`src/cbr_pkg.sv`:
```
// Constants and types for the codec control register bank.
// Assumes a single 100 MHz clock; all serial timing is enable-pulse based.
package cbr_pkg;

    ////////////////////////////////////////////////////////////////////////////
    // Control word layout
    localparam int          WORD_W      = 16;
    localparam int          DEV_HI      = 15;
    localparam int          DEV_LO      = 13;
    localparam int          RW_BIT      = 12;
    localparam int          RA_HI       = 11;
    localparam int          RA_LO       = 9;
    localparam int          DATA_HI     = 7;
    localparam logic [4:0]  LAST_BIT    = 5'h0F;

    // Register addresses (word bits 11..9)
    localparam logic [2:0]  REG_NOP     = 3'h0;
    localparam logic [2:0]  REG_CTRL1   = 3'h1;
    localparam logic [2:0]  REG_CTRL2   = 3'h2;
    localparam logic [2:0]  REG_CTRL3   = 3'h3;
    localparam logic [2:0]  REG_CTRL4   = 3'h4;

    // Field positions of control_one
    localparam int          C1_OVF      = 7;
    localparam int          C1_RX_AMP   = 6;
    localparam int          C1_AA_BYP   = 5;
    localparam int          C1_AUX_SEL  = 4;
    localparam int          C1_SW_RST   = 3;
    localparam int          C1_FIR_BYP  = 2;
    localparam int          C1_TX_AMP   = 1;
    localparam int          C1_DAC16    = 0;

    // Field positions of control_two and control_three
    localparam int          C2_LOW_PWR  = 7;
    localparam int          C2_MOD_STOP = 6;
    localparam int          C2_RSVD     = 5;
    localparam int          C2_DIV_HI   = 4;
    localparam int          C3_LOOP_HI  = 7;
    localparam int          C3_LOOP_LO  = 6;

    // Loopback codes
    localparam logic [1:0]  LOOP_NORMAL = 2'h0;
    localparam logic [1:0]  LOOP_ANALOG = 2'h1;
    localparam logic [1:0]  LOOP_DIGITAL = 2'h2;

    // Values after reset and divider constants
    localparam logic [7:0]  RST_CTRL    = 8'h00;
    localparam logic [2:0]  RST_ADDR    = 3'h0;
    localparam logic [5:0]  DIV_N_ZERO  = 6'h20;
    localparam logic [4:0]  RST_DIV_CNT = 5'h00;

    // Serial frame: one sync slot, 16 data slots, then idle slots
    localparam logic [4:0]  FRAME_SLOTS = 5'h14;

    ////////////////////////////////////////////////////////////////////////////
    // Types
    typedef enum logic [1:0] {
        PH_IDLE,
        PH_SYNC,
        PH_SHIFT
    } cbr_phase_e;

    typedef struct packed {
        cbr_phase_e         phase;
        logic [4:0]         slot;
        logic               fs;
        logic [WORD_W-1:0]  rx_sh;
        logic [WORD_W-1:0]  tx_sh;
        logic [WORD_W-1:0]  rd_word;
        logic               rd_pend;
        logic [7:0]         ctrl1;
        logic [7:0]         ctrl2;
        logic [7:0]         ctrl3;
        logic [7:0]         ctrl4;
        logic [2:0]         my_addr;
        logic               addr_cap;
        logic               soft_rst;
    } cbr_state_s;

    typedef struct packed {
        logic [4:0]         cnt;
        logic               sclk;
        logic               tick;
    } cbr_div_s;

    typedef struct packed {
        logic               receive_amp_en;
        logic               aa_filter_bypass;
        logic               aux_input_select;
        logic               fir_bypass;
        logic               transmit_amp_en;
        logic               dac_16bit;
        logic               low_power;
        logic               modulator_stop;
        logic [5:0]         div_n;
        logic [1:0]         loop_mode;
        logic [5:0]         ctrl3_low;
        logic [7:0]         gain;
    } cbr_cfg_s;

    localparam cbr_state_s ST_RESET = '{
        phase:    PH_IDLE,
        slot:     5'h00,
        fs:       1'b0,
        rx_sh:    16'h0000,
        tx_sh:    16'h0000,
        rd_word:  16'h0000,
        rd_pend:  1'b0,
        ctrl1:    RST_CTRL,
        ctrl2:    RST_CTRL,
        ctrl3:    RST_CTRL,
        ctrl4:    RST_CTRL,
        my_addr:  RST_ADDR,
        addr_cap: 1'b0,
        soft_rst: 1'b0
    };

endpackage : cbr_pkg

```
`src/cbr_sclk_div.sv`:
```
// Serial clock divider: divides the master clock by N (1..32).
// Assumes the divider code may change at any time; the count wraps safely.
`timescale 1ns/100ps
module cbr_sclk_div (
    input  wire logic       clock,
    input  wire logic       rst,
    input  wire logic [4:0] div_code,
    output logic            sclk,
    output logic            tick
);
    import cbr_pkg::*;

    cbr_div_s   st_q;
    cbr_div_s   st_d;
    logic [5:0] n_val;
    logic [5:0] half;
    logic [4:0] nm1;
    logic [4:0] cnt_n;

    ////////////////////////////////////////////////////////////////////////////
    // Code zero stands for 32
    assign n_val = (div_code == 5'h00) ? DIV_N_ZERO : {1'b0, div_code};
    assign half  = 6'((n_val + 6'h01) >> 1);
    assign nm1   = 5'(n_val - 6'h01);

    // Odd N gives an uneven high/low split; users only rely on tick
    always_comb begin
        st_d      = st_q;
        cnt_n     = (st_q.cnt >= nm1) ? 5'h00 : 5'(st_q.cnt + 5'h01);
        st_d.cnt  = cnt_n;
        st_d.tick = (st_q.cnt >= nm1);
        st_d.sclk = ({1'b0, cnt_n} < half);
    end

    // State register
    always_ff @(posedge clock or posedge rst) begin
        if (rst) begin
            st_q <= '{cnt: RST_DIV_CNT, sclk: 1'b0, tick: 1'b0};
        end else begin
            st_q <= st_d;
        end
    end

    assign sclk = st_q.sclk;
    assign tick = st_q.tick;

endmodule // cbr_sclk_div

```
`src/cbr_bank.sv`:
```
// Codec control register bank, reached through 16-bit serial control words.
// Assumes din is synchronous to clock and the host times bits to sclk/fs.
// Summary of operation
// - Top three word bits address the device; stand-alone answers to 000.
// - Cascade position fixes the address; master highest, slaves below by position.
// - Word bits 11..9 pick register 1..4 or no-op; bit 8 ignored; low byte data.
// - Word bit 12 low writes the register, high reads it.
// - Control one bit 7 reports decimation filter overflow.
// - Control one bit 6 enables the receive amplifier.
// - Control one bit 4 picks auxiliary input pair, else main pair.
// - Control one bit 3 gives a one-shot soft reset and clears itself.
// - Control one bit 2 bypasses decimation and interpolation filters.
// - Control one bit 1 enables both transmit amplifiers.
// - Control one bit 0 selects full 16-bit playback words, else 15+control.
// - Control two low five bits set divider N; code zero means 32.
// - Uneven serial clock with odd N must not break transfers.
// - Even serial clock with even N must not break transfers.
`timescale 1ns/100ps
module cbr_bank (
    input  wire logic           clock,
    input  wire logic           rst,
    input  wire logic [2:0]     cascade_addr,
    input  wire logic           dec_overflow,
    input  wire logic           din,
    output logic                sclk,
    output logic                fs,
    output logic                dout,
    output logic                dout_en,
    output logic                soft_reset,
    output cbr_pkg::cbr_cfg_s   cfg
);
    import cbr_pkg::*;

    cbr_state_s         st_q;
    cbr_state_s         st_d;
    logic               tick;
    logic [WORD_W-1:0]  rx_next;
    logic               word_done;
    logic               hit;
    logic               wr_hit;
    logic               rd_hit;
    logic [2:0]         ra;
    logic [7:0]         wdat;
    logic [7:0]         regval;

    ////////////////////////////////////////////////////////////////////////////
    // Serial clock generation
    cbr_sclk_div i_cbr_sclk_div (
        .clock    (clock),
        .rst      (rst),
        .div_code (st_q.ctrl2[C2_DIV_HI:0]),
        .sclk     (sclk),
        .tick     (tick)
    );

    ////////////////////////////////////////////////////////////////////////////
    // Word decode helpers
    assign rx_next = {st_q.rx_sh[WORD_W-2:0], din};
    assign ra      = rx_next[RA_HI:RA_LO];
    assign wdat    = rx_next[DATA_HI:0];
    assign hit     = word_done && (rx_next[DEV_HI:DEV_LO] == st_q.my_addr);
    assign wr_hit  = hit && !rx_next[RW_BIT];
    assign rd_hit  = hit && rx_next[RW_BIT];

    // Read-back mux; no-op and unused addresses read as zero
    always_comb begin
        case (ra)
            REG_CTRL1: regval = st_q.ctrl1;
            REG_CTRL2: regval = st_q.ctrl2;
            REG_CTRL3: regval = st_q.ctrl3;
            REG_CTRL4: regval = st_q.ctrl4;
            default:   regval = RST_CTRL;
        endcase
    end

    ////////////////////////////////////////////////////////////////////////////
    // Next-state logic: frame sequencing, decode, flags
    always_comb begin
        st_d          = st_q;
        st_d.soft_rst = 1'b0;
        word_done     = 1'b0;
        // Address strap taken once after reset release, never under reset
        if (!st_q.addr_cap) begin
            st_d.my_addr  = cascade_addr;
            st_d.addr_cap = 1'b1;
        end
        // Every serial step waits for tick, so sclk duty never matters
        if (tick) begin
            case (st_q.phase)
                PH_SYNC: begin
                    st_d.fs      = 1'b0;
                    st_d.phase   = PH_SHIFT;
                    st_d.slot    = 5'h00;
                    st_d.tx_sh   = st_q.rd_pend ? st_q.rd_word : 16'h0000;
                    st_d.rd_pend = 1'b0;
                end
                PH_SHIFT: begin
                    st_d.rx_sh = rx_next;
                    st_d.tx_sh = {st_q.tx_sh[WORD_W-2:0], 1'b0};
                    st_d.slot  = 5'(st_q.slot + 5'h01);
                    if (st_q.slot == LAST_BIT) begin
                        word_done  = 1'b1;
                        st_d.phase = PH_IDLE;
                    end
                end
                PH_IDLE: begin
                    st_d.slot = 5'(st_q.slot + 5'h01);
                    if (5'(st_q.slot + 5'h01) >= 5'(FRAME_SLOTS - 5'h01)) begin
                        st_d.phase = PH_SYNC;
                        st_d.fs    = 1'b1;
                    end
                end
                default: begin
                    st_d.phase = PH_IDLE;
                    st_d.slot  = 5'h00;
                    st_d.fs    = 1'b0;
                end
            endcase
        end
        // Register writes; the written soft-reset bit is never stored
        if (wr_hit) begin
            case (ra)
                REG_CTRL1: begin
                    if (wdat[C1_SW_RST]) begin
                        st_d.ctrl1    = RST_CTRL;
                        st_d.ctrl2    = RST_CTRL;
                        st_d.ctrl3    = RST_CTRL;
                        st_d.ctrl4    = RST_CTRL;
                        st_d.soft_rst = 1'b1;
                    end else begin
                        st_d.ctrl1 = {st_q.ctrl1[C1_OVF], wdat[C1_RX_AMP:C1_AUX_SEL],
                                      1'b0, wdat[C1_FIR_BYP:C1_DAC16]};
                    end
                end
                REG_CTRL2: st_d.ctrl2 = {wdat[C2_LOW_PWR:C2_MOD_STOP], 1'b0,
                                         wdat[C2_DIV_HI:0]};
                REG_CTRL3: st_d.ctrl3 = wdat;
                REG_CTRL4: st_d.ctrl4 = wdat;
                default: begin
                    st_d.ctrl4 = st_q.ctrl4; // No operation
                end
            endcase
        end
        // Read: answer goes out in the following frame
        if (rd_hit && (ra != REG_NOP)) begin
            st_d.rd_word = {rx_next[DEV_HI:WORD_W-8], regval};
            st_d.rd_pend = 1'b1;
            if (ra == REG_CTRL1) begin
                st_d.ctrl1[C1_OVF] = 1'b0;
            end
        end
        // Overflow set wins over read-clear and soft reset
        if (dec_overflow) begin
            st_d.ctrl1[C1_OVF] = 1'b1;
        end
    end

    // State register
    always_ff @(posedge clock or posedge rst) begin
        if (rst) begin
            st_q <= ST_RESET;
        end else begin
            st_q <= st_d;
        end
    end

    ////////////////////////////////////////////////////////////////////////////
    // Outputs, all from the state flops; dout_en and cfg.div_n pass through a decode
    assign fs                   = st_q.fs;
    assign dout                 = st_q.tx_sh[WORD_W-1];
    assign dout_en              = (st_q.phase == PH_SHIFT);
    assign soft_reset           = st_q.soft_rst;
    assign cfg.receive_amp_en   = st_q.ctrl1[C1_RX_AMP];
    assign cfg.aa_filter_bypass = st_q.ctrl1[C1_AA_BYP];
    assign cfg.aux_input_select = st_q.ctrl1[C1_AUX_SEL];
    assign cfg.fir_bypass       = st_q.ctrl1[C1_FIR_BYP];
    assign cfg.transmit_amp_en  = st_q.ctrl1[C1_TX_AMP];
    assign cfg.dac_16bit        = st_q.ctrl1[C1_DAC16];
    assign cfg.low_power        = st_q.ctrl2[C2_LOW_PWR];
    assign cfg.modulator_stop   = st_q.ctrl2[C2_MOD_STOP];
    // Code zero means the longest division
    assign cfg.div_n            = (st_q.ctrl2[C2_DIV_HI:0] == 5'h00) ? DIV_N_ZERO
                                  : {1'b0, st_q.ctrl2[C2_DIV_HI:0]};
    assign cfg.loop_mode        = st_q.ctrl3[C3_LOOP_HI:C3_LOOP_LO];
    assign cfg.ctrl3_low        = st_q.ctrl3[C3_LOOP_LO-1:0];
    assign cfg.gain             = st_q.ctrl4;
endmodule // cbr_bank

```
`config.mk`:
```
export PLATFORM = sky130hd
export DESIGN_NAME = cbr_bank
export DESIGN_NICKNAME = d
export VERILOG_FILES = /design/src/cbr_pkg.sv /design/src/cbr_sclk_div.sv /design/src/cbr_bank.sv
export SDC_FILE = /design/constraint.sdc
export NUM_CORES = 1
export LEC_CHECK = 0
export BUFFER_PORTS_ARGS = -buffer_cell sky130_fd_sc_hd__buf_2
export CORE_MARGIN = 5
export CORE_UTILIZATION = 54
export CTS_CLUSTER_DIAMETER = 80
export DETAILED_ROUTE_END_ITERATION = 10
export PLACE_DENSITY = 0.76
export RECOVER_POWER = 25
export SLEW_MARGIN = 5
export SYNTH_ARGS = -nofsm -noshare
export SYNTH_HDL_FRONTEND = slang
export SYNTH_HIERARCHICAL = 1
export SYNTH_SLANG_ARGS = --single-unit
export TNS_END_PERCENT = 30
```
`constraint.sdc`:
```
create_clock -name clock -period 2.8 [get_ports clock]
set_input_delay 0.42 -clock clock [delete_from_list [all_inputs] [get_ports clock]]
set_output_delay 0.42 -clock clock [all_outputs]
set_load 0.05 [all_outputs]
```
Word-level counts from Yosys, hierarchy flattened
Cells that the tools add are included.
- bits of input ports: 7
- word-level logic and storage cells: 88
- output and inout bits: 35
- register bits after elaboration: 100
- reductions and logical operators: 23
- add/subtract/negate cells: 4
- equal/unequal tests: 11
- multiplexer cells: 28
- order comparisons: 3
- bitwise operators: 1
- operators by type and width (operator ; number):
    8-bit one-hot mux with 2 select lines ; 3
    32-bit 2-to-1 mux ; 1
    16-bit one-hot mux with 2 select lines ; 1
    8-bit one-hot mux with 4 select lines ; 1
    24-bit 2-to-1 mux ; 1
    7-bit one-hot mux with 3 select lines ; 1
    16-bit 2-to-1 mux ; 1
    8-bit 2-to-1 mux ; 2
    3-bit AND reduction ; 5
    2-bit nonzero test ; 6
    1-bit 2-to-1 mux ; 11
    5-bit by 1-bit adder with 5-bit output (second input constant) ; 2
    2-bit AND reduction ; 4
    6-bit by 1-bit adder with 6-bit output (second input constant) ; 1
    3-bit by 2-bit equality test with 1-bit output (second input constant) ; 2
    2-bit 2-to-1 mux ; 3
    6-bit 2-to-1 mux ; 1
    5-bit by 4-bit equality test with 1-bit output (second input constant) ; 1
    5-bit greater-or-equal comparator ; 1
    5-bit greater-or-equal comparator (second input constant) ; 1
    5-bit logical NOT ; 1
    5-bit < comparator ; 1
    5-bit 2-to-1 mux ; 1
    5-bit by 1-bit subtractor with 5-bit output (second input constant) ; 1
    other kinds (13) ; 17

Logic depth before layout (Yosys ltp)
Gate-level depths: netlist (run 1).
- word-level depth: 10
- mapped depth: 13
- gate-level depth less buffers: 13

Hierarchy
The synthesis (run 1) kept the hierarchy.
- by module, submodules not included (module ; seq. area each (sq um) ; times used ; area each (sq um) ; cells each):
    cbr_bank ; 2277.2 ; 1 ; 4315.4 ; 375
    cbr_sclk_div ; 175.2 ; 1 ; 589.3 ; 64

Worst setup path before layout (run 1)
No wires, ideal clock.
- path type: reg-to-reg
- start point: register st_q[92] in the netlist's numbering
- end point: register st_q[38] in the netlist's numbering
- arrival time: 2.352 ns
- buffers on the path: 2
- setup time: 0.125 ns
- cell stages (with the launch flop): 9
- period minus slack after synthesis: 2.477 ns
- slack: 0.323 ns
- required time: 2.675 ns
- cell sequence: dfrtp_1 > inv_1 > ha_1 > clkbuf_1 > nand4_1 > nor4_4 > o31a_2 > buf_6 > mux2_2
- longest elaborated chain between the ends: 6
- ends and longest elaborated chain (element ; line ; source):
    from (decl) ; cbr_bank.sv:34 ; cbr_state_s st_q;
    from (signal assigned) ; cbr_bank.sv:163 ; st_q <= st_d;
    2-bit equality test ; -- ;
    named net dout_en ; cbr_bank.sv:28 ; output logic dout_en,
    1-bit 2-to-1 mux ; cbr_bank.sv:89 ; case (st_q.phase)
    1-bit 2-to-1 mux ; cbr_bank.sv:88 ; if (tick) begin
    1-bit logical AND ; cbr_bank.sv:61 ; assign hit = word_done && (rx_next[DEV_HI:DEV_LO] == st_q.my_addr);
    1-bit logical AND ; cbr_bank.sv:63 ; assign rd_hit = hit && rx_next[RW_BIT];
    1-bit logical AND ; cbr_bank.sv:145 ; if (rd_hit && (ra != REG_NOP)) begin
The timed path passes the listed nets, and every way through them passes these cells.
A chain may end at the register's enable or synchronous reset.

==> results.txt, run 1 <==
----------------------------------------------------
[Global routing]
  Global-route wire length before repair ... 16710 µm
  Via count of the first global-routing pass ... between 3000 and 4000
  Tot GR Track Use ... 18.66%
  Largest net degree at the start of global routing ... between 50 and 60
  Global route total overflow ... 0
  Antenna violations before repair ... 0

[Floorplan]
  Die W ... 105.3 µm
  Initial Utilization ... between 50% and 60%
  Vertical die dimension ... 105.3 µm
  Number of core rows ... 34
  Top-level port count ... between 40 and 50
  Core ar. ... 8806 µm²
  Die Footprint ... 11090 µm²

[Routing]
  Routed via count ... 3334
  Routed wire per std cell ... 17.45 µm
  Post-detailed-routing wire length ... slightly below 10000 µm
  TritonRoute pass-1 iters ... 7
  Via density per instance ... 5.859
  Remaining antenna violation count after routing ... 0
  Count of routing violations after the opening detailed-route iteration ... 230
  Post-route DRC violation count ... 0

[Synth]
  Xor/xnor cell area share of the yosys netlist ... 2.500%
  Post-synthesis sequential element count ... 98
  Number of flops mapped to enable cells by yosys ... 0
  Unique cell type count in the Yosys netlist ... 56
  Synthesized-area fraction occupied by adder cells ... 4.847%
  Post-synthesis compound-gate area fraction ... 15.61%
  Portion of netlist area occupied by mux cells ... under 10%
  Portion of the post-synthesis area used by sequential elements ... between 50% and 60%
  Post-synthesis average cell area ... 11.17 µm²
  Area share of and/or/nand/nor cells after synthesis ... 10.56%
  Post-synthesis instance area ... roughly 4900 µm²
  Most used flip-flop cell after synthesis ... dfrtp_1
  Ys Warns ... 6
  Async SR Flop Fraction ... 100.0%
  Largest area contributor in the synthesized netlist ... dfrtp_1
  Net count after synthesis ... around 470
  Leading post-synthesis cells by cell area ... dfrtp_1, mux2_2, ha_1, a22o_1, buf_4
  Fraction of post-synthesis cell area in the top cell type by area ... about half
  Combinational family with the most area after synthesis ... compound AO/OA/AOI/OAI gates
  Post-Syn Instances ... about 440

[Timing]
  Max-slew violation count ... 38
  Worst clock skew ... between 0.015 and 0.02 ns
  Setup violators final ... 0
  Min Hold Slack ... approximately 0.24 ns
  Portion of the clock cycle consumed by the worst path in the final layout ... 94.80%
  Setup TNS ... 0 ns
  Final critical-path required period ... 2.654 ns
  Fin worst setup slack ... between 0.1 and 0.15 ns
  Max-slew headroom ... -16.98%
  Highest Clock Rate ... 376.7 MHz
  Slew at the pin with the worst max-slew slack ... 1.745 ns
  Number of hold-slack violations in the final timing report ... 0

[Power and ir drop]
  Pleak ... 2.560 nW
  PwrDens ... 446.1 nW/µm²
  Peak supply drop ... 0.2875 mV

[Clocking]
  H-tree depth ... 3
  Latest clock arrival within the worst-skew pair ... around 0.37 ns
  Clock tree root driver cell ... clkbuf_8
  Clk slew on worst S/H paths ... 0.10 ns
  CTS tree ... built
  Sinks on the clock net ... 98
  Number of buffers added by the clock tree synthesis step ... 9
  Bufs on Longest Clock Path ... 2

[Job]
  MaxCap Viol Count ... 1

[Outcome]
  Violated checks ... max-capacitance violations, max-slew violations
  Status ... finished, violations left

[Place]
  Setup slack at placement ... 0.1160 ns
  DP Wirelength ... 6995 µm
  Area post-placement ... 5045 µm²
  Count of port buffers added during placement ... approximately 40
  Global placer's final weighted congestion ... 0.8130

[Layout]
  Final antenna diode count ... 0
  Final instance area ... 5290 µm²
  Area grow syn2layout ... 7.857%
  Final nets ... 482
  Ratio of cells with drive above 1 in the final layout ... 24.51%
  Core Util, Final ... between 60% and 70%

[Setup path]
  Endpoint type of the worst setup path ... flip-flop
  Crit path DAT ... 2.95 ns
  WP data required ... 3.10 ns
  WS Path Type ... flip-flop to flip-flop
  Maximum fanout count along the critical path ... 8
  Worst R2R Setup Slack ... 0.15 ns
  Worst setup SP type ... flip-flop

[Hold path]
  HP Class ... primary input to flip-flop

----------------------------------------------------
## where the power goes
part / internal (W) / switching [W] / leakage, nW
sequential: 0.00142 / 0.00000585 / 1.33
clock: 0.000339 / 0.000537 / 0.0919
combinational: 0.0000155 / 0.0000422 / 1.13
## critical path, stage by stage, from the launching register on
cell and delay (ns):
dfrtp_2 0.44, inv_2 0.07, ha_4 0.16, xnor2_1 0.12, ha_1 0.34, a211oi_2 0.21
o21ai_1 0.11, a21o_2 0.28, nor2_2 0.11, ha_1 0.25, a21o_1 0.18, nand3_1 0.08
o211ai_1 0.09, a21oi_1 0.14
## cell type report
type | count | area [µm²]
well taps | 108 | 135.1
fillers | 731 | 3516
flip-flops and latches | 98 | 2455
multi-input cells | 272 | 2111
inverters | 16 | 61.31
clock inverters | 7 | 62.56
repair buffers | 59 | 341.6
clock buffers | 9 | 123.9
## kinds of logic after synthesis
family                     Yosys count
AOI/OAI and AO/OA                  105
xor gates and xnor gates            14
adders and majority gates           19
buffers and inverters               69
DFF                                 98
muxes                               40
other                                1
and+or+nand+nor                     93
## repair_timing
action,4_1_cts,5_1_grt
hold endpoints to repair,7,0
hold buffers,1,0
gates resized for setup,0,9
setup endpoints to repair,0,1
buffers inserted,0,5
## cells in the mapped netlist (all sizes together) (11+ instances only)
master	number
nand2	11
a22oi	12
inv	16
o21ai	14
nor2b	11
dfrtp	98
ha	19
mux2	32
buf	30
nor2	28
clkbuf	23
a22o	27
a21oi	21
## cell usage in the layout (no fill, tap or decap), types with 2 or more instances in the layout
| master | netlist | routed |
|---|---|---|
| dfrtp_1 | 98 | 96 |
| and3_1 | 8 | 8 |
| nor4_4 | 2 | 2 |
| a22oi_1 | 12 | 12 |
| mux2i_1 | 8 | 8 |
| clkbuf_1 | 22 | 11 |
| nand3_1 | 6 | 6 |
| xnor2_1 | 6 | 6 |
| nand4_1 | 3 | 3 |
| a21o_1 | 3 | 3 |
| nand2_1 | 11 | 11 |
| buf_2 | 5 | 30 |
| a21oi_1 | 21 | 21 |
| o21ai_1 | 3 | 3 |
| a22o_2 | 3 | 3 |
| a22o_1 | 24 | 24 |
| o31ai_1 | 2 | 2 |
| clkbuf_8 | 0 | 9 |
| nand3b_1 | 2 | 2 |
| dfrtp_2 | 0 | 2 |
| nor3b_1 | 5 | 5 |
| inv_1 | 16 | 13 |
| nor2b_1 | 11 | 11 |
| nor3_1 | 3 | 3 |
| a221o_1 | 4 | 4 |
| inv_2 | 0 | 2 |
| buf_4 | 24 | 16 |
| a2bb2oi_1 | 2 | 2 |
| nor2_1 | 28 | 26 |
| clkinv_4 | 0 | 4 |
| nand2b_1 | 3 | 3 |
| and2_1 | 5 | 5 |
| o211ai_1 | 4 | 4 |
| o21ai_0 | 11 | 11 |
| o22ai_1 | 3 | 3 |
| mux2_2 | 32 | 32 |
| xor2_1 | 8 | 8 |
| ha_1 | 19 | 18 |
## path summary, 6_finish.rpt
path / start / endpoint / cells after the start
setup / recovery: st_q[22] / i_cbr_sclk_div/sclk / 13
hold / removal: dec_overflow / st_q[36] / 2
setup reg to reg: st_q[22] / i_cbr_sclk_div/sclk / 13
hold reg to reg: st_q[36] / st_q[36] / 1
max in group asynchronous: rst / st_q[21] / 4
min in group asynchronous: rst / i_cbr_sclk_div/st_q[5] / 3
## through the flow
| stage | std cells | total power [W] |
|---|---|---|
| 6_report | 569 | 0.002360 |
| 4_1_cts | 564 | 0.002376 |
| 3_5_place_dp | 547 | 0.001514 |
| 5_1_grt | 569 | 0.002455 |
| 2_1_floorplan | 439 | 0.001494 |
| 3_3_place_gp | 547 | 0.001512 |
## registers in the layout, summed over array words and instances, names as in the netlist
register and cells:
st_q 49, cfg 24, rx_next 12, i_cbr_sclk_div/st_q 5, ra 3, dout 1, fs 1, i_cbr_sclk_div/sclk 1
i_cbr_sclk_div/tick 1, soft_reset 1
## routing by layer
metal	up-vias	wire (µm)	GRT usage, %
li1	1584	-	-
met1	1668	4755	26.67
met2	74	4679	28.23
met3	8	393	4.218
met4	0	101	6.279
met5	-	0	0
(Power assumes the default switching activity.)
==> run 2: changes to the inputs <==
--- a/config.mk
+++ b/config.mk
@@ -7,10 +7,9 @@
 export LEC_CHECK = 0
 export BUFFER_PORTS_ARGS = -buffer_cell sky130_fd_sc_hd__buf_2
 export CORE_MARGIN = 5
-export CORE_UTILIZATION = 54
+export CORE_UTILIZATION = 40
 export CTS_CLUSTER_DIAMETER = 80
 export DETAILED_ROUTE_END_ITERATION = 10
-export PLACE_DENSITY = 0.76
 export RECOVER_POWER = 25
 export SLEW_MARGIN = 5
 export SYNTH_ARGS = -nofsm -noshare
==> run 2 against run 1 <==
Compared with the run above: worst hold slack lost 0.24 ns; the run ends with negative hold slack, max-capacitance violations, max-slew violations left; clock power grew 43%; largest cell class unchanged; sequential power is essentially flat; global-route usage shrank 3.5 points; utilization shrank 15 points; total power grew 16%; worst setup slack gained 0.026 ns; clock skew shrank 0.0069 ns; design area grew 2.3%; highest routed layer unchanged.
==> results.txt, run 2 (synthesis gave the netlist of run 1 again) <==
----------------------------------------------------
[Job]
  MaxCap Viol Count ... 1 (unchanged)

[Layout]
  Core Util, Final ... 45.07% (-15 points)
  Number of flip-flops under the largest register name ... 49 (unchanged)
  Register with the most flip-flops ... st_q
  Ratio of cells with drive above 1 in the final layout ... 25.76% (+1.3 points)
  Most frequent cells in the layout ... dfrtp_1, buf_2, mux2_2
  Most common cell after layout, fill and taps aside ... dfrtp_1
  Final antenna diode count ... 0 (unchanged)
  Final nets ... 479 (-0.62%)
  Area grow syn2layout ... 10.38%

[Timing]
  Min Hold Slack ... -0.0003661 ns (-0.2397 ns)
  Highest Clock Rate ... 380.5 MHz (+1.0%)
  Setup repair after global routing missed its margin ... no
  Worst clock skew ... 0.008752 ns (-0.006895 ns)
  Final critical-path required period ... 2.628 ns (-0.02617 ns)
  Slew at the pin with the worst max-slew slack ... 1.708 ns (-0.03748 ns)
  Number of hold-slack violations in the final timing report ... 7 (+7)
  Setup TNS ... 0 ns (unchanged)
  Setup violators final ... 0 (unchanged)
  Max-slew violation count ... 41 (+7.9%)
  Portion of the clock cycle consumed by the worst path in the final layout ... 93.87% (-0.93 points)
  Max-slew headroom ... -14.47% (+2.5 points)

[Power and ir drop]
  Sw power ... 0.0005792 W (-0.95%)
  Cell internal pwr ... 0.002152 W (+21%)
  Gate power share ... 2.0% (-0.4 points)
  Pleak ... 2.638 nW (+3.1%)
  Part of the total power dissipated in sequential elements ... 52.3% (-8.2 points)
  Clock Power Share ... 45.7% (+8.6 points)
  PwrDens ... 504.4 nW/µm² (+13%)
  Peak supply drop ... 0.2368 mV (-18%)
  Switching power as a share of total power ... 21.21% (-3.6 points)

[Clocking]
  Bufs on Longest Clock Path ... 2 (unchanged)
  Clk slew on worst S/H paths ... 0.07 ns (-0.03 ns)
  CTS tree ... built
  Number of buffers added by the clock tree synthesis step ... 9 (unchanged)
  H-tree depth ... 3 (unchanged)
  Latest clock arrival within the worst-skew pair ... 0.34 ns (-0.03 ns)
  Sinks on the clock net ... 98 (unchanged)
  Clock tree root driver cell ... clkbuf_16

[Global routing]
  Global route total overflow ... 0 (unchanged)
  Tot GR Track Use ... 15.20% (-3.5 points)
  Global-route wire length before repair ... 17730 µm (+6.1%)
  Via count of the first global-routing pass ... 3411 (+2.6%)
  Largest net degree at the start of global routing ... 41 (-25%)
  Antenna violations before repair ... 0 (unchanged)

[Place]
  DP Wirelength ... 7343 µm (+5.0%)
  Global placer's final weighted congestion ... 0.7970 (-2.0%)
  Count of port buffers added during placement ... 41 (unchanged)

[Routing]
  Via density per instance ... 5.461 (-6.8%)
  Routed wire per std cell ... 17.08 µm (-2.1%)
  Post-detailed-routing wire length ... 10340 µm (+4.1%)
  Remaining antenna violation count after routing ... 0 (unchanged)
  Count of routing violations after the opening detailed-route iteration ... 188 (-18%)
  TritonRoute pass-1 iters ... 5 (-2)
  Routed via count ... 3304 (-0.90%)
  Post-route DRC violation count ... 0 (unchanged)

[Setup path]
  Critical path origin ... st_q[22]
  Worst setup SP type ... flip-flop
  Endpoint type of the worst setup path ... flip-flop
  Launching point of the worst reg2reg path ... st_q[22]
  WS Path Type ... flip-flop to flip-flop
  Crit path DAT ... 2.89 ns (-0.06 ns)
  Maximum fanout count along the critical path ... 6 (-2)
  WP data required ... 3.06 ns (-0.04 ns)

[Outcome]
  Status ... finished, violations left
  Violated checks ... negative hold slack, max-capacitance violations, max-slew violations

[Floorplan]
  Die Footprint ... 14580 µm² (+31%)
  Top-level port count ... 42 (unchanged)
  Core ar. ... 12010 µm² (+36%)
  Number of core rows ... 40 (+18%)
  Die W ... 120.7 µm (+15%)
  Vertical die dimension ... 120.7 µm (+15%)
  Initial Utilization ... 40.83% (-15 points)

[Hold path]
  HP Class ... primary input to asynchronous set/reset pin

----------------------------------------------------
[run 2: power groups by stage]
stage / combinational, W / clock (W) / sequential (W)
final: 0.0000546 / 0.00125 / 0.00143
after global routing: 0.0000638 / 0.00133 / 0.00143
after CTS: 0.0000606 / 0.00128 / 0.00143
after detailed placement: 0.0000603 / 0 / 0.00145
after global placement: 0.0000590 / 0 / 0.00145
after floorplan: 0.0000411 / 0 / 0.00145
[run 2: metrics by stage]
step	cells	cell area, µm²	setup WS (ns)	power, W
floorplan	439	4905	0.01639	0.001494
global placement	586	5094	0.2467	0.001514
detailed placement	586	5094	0.06239	0.001515
CTS	602	5396	0.04358	0.002770
global route	605	5414	0.008151	0.002826
finish	605	5414	0.1717	0.002731
[run 2: cell type report]
type | instances | area (µm²)
clock inverters | 6 | 63.81
well taps | 147 | 183.9
inverters | 16 | 61.31
flip-flops and latches | 98 | 2454
clock buffers | 10 | 239.0
multi-input cells | 272 | 2098
fillers | 1144 | 6598
repair buffers | 56 | 314.1
[run 2: repair_timing]
item / CTS / global route
resized for setup: 0 / 4
endpoints found under the setup margin: 0 / 1
hold buffers: 0 / 0
buffers inserted: 0 / 3
[run 2: final timing paths]
kind                                  endpoint  slack [ns]  depth (start not counted)
max                        i_cbr_sclk_div/sclk        0.17                         12
min                        i_cbr_sclk_div/sclk     -0.0004                          2
max reg2reg                i_cbr_sclk_div/sclk        0.17                         12
min reg2reg                           st_q[50]        0.48                          1
max in group asynchronous          rx_next[13]        0.75                          3
min in group clock                    st_q[36]        0.25                          2
[run 2: worst max-delay path: stages (launching register included)]
cell      delay [ns]
dfrtp_2         0.43
buf_4           0.16
ha_1            0.32
ha_1            0.20
a211oi_2        0.20
o21ai_1         0.11
a21o_2          0.25
nor2_2          0.15
ha_1            0.26
a21o_1          0.17
nand3_1         0.08
o211ai_1        0.08
a21oi_1         0.14
[run 2: routing by layer]
metal | track usage, % | wire (µm)
met1 | 21.92 | 5201
met5 | 0 | 0
met3 | 2.385 | 256
met2 | 23.37 | 4727
met4 | 5.099 | 150
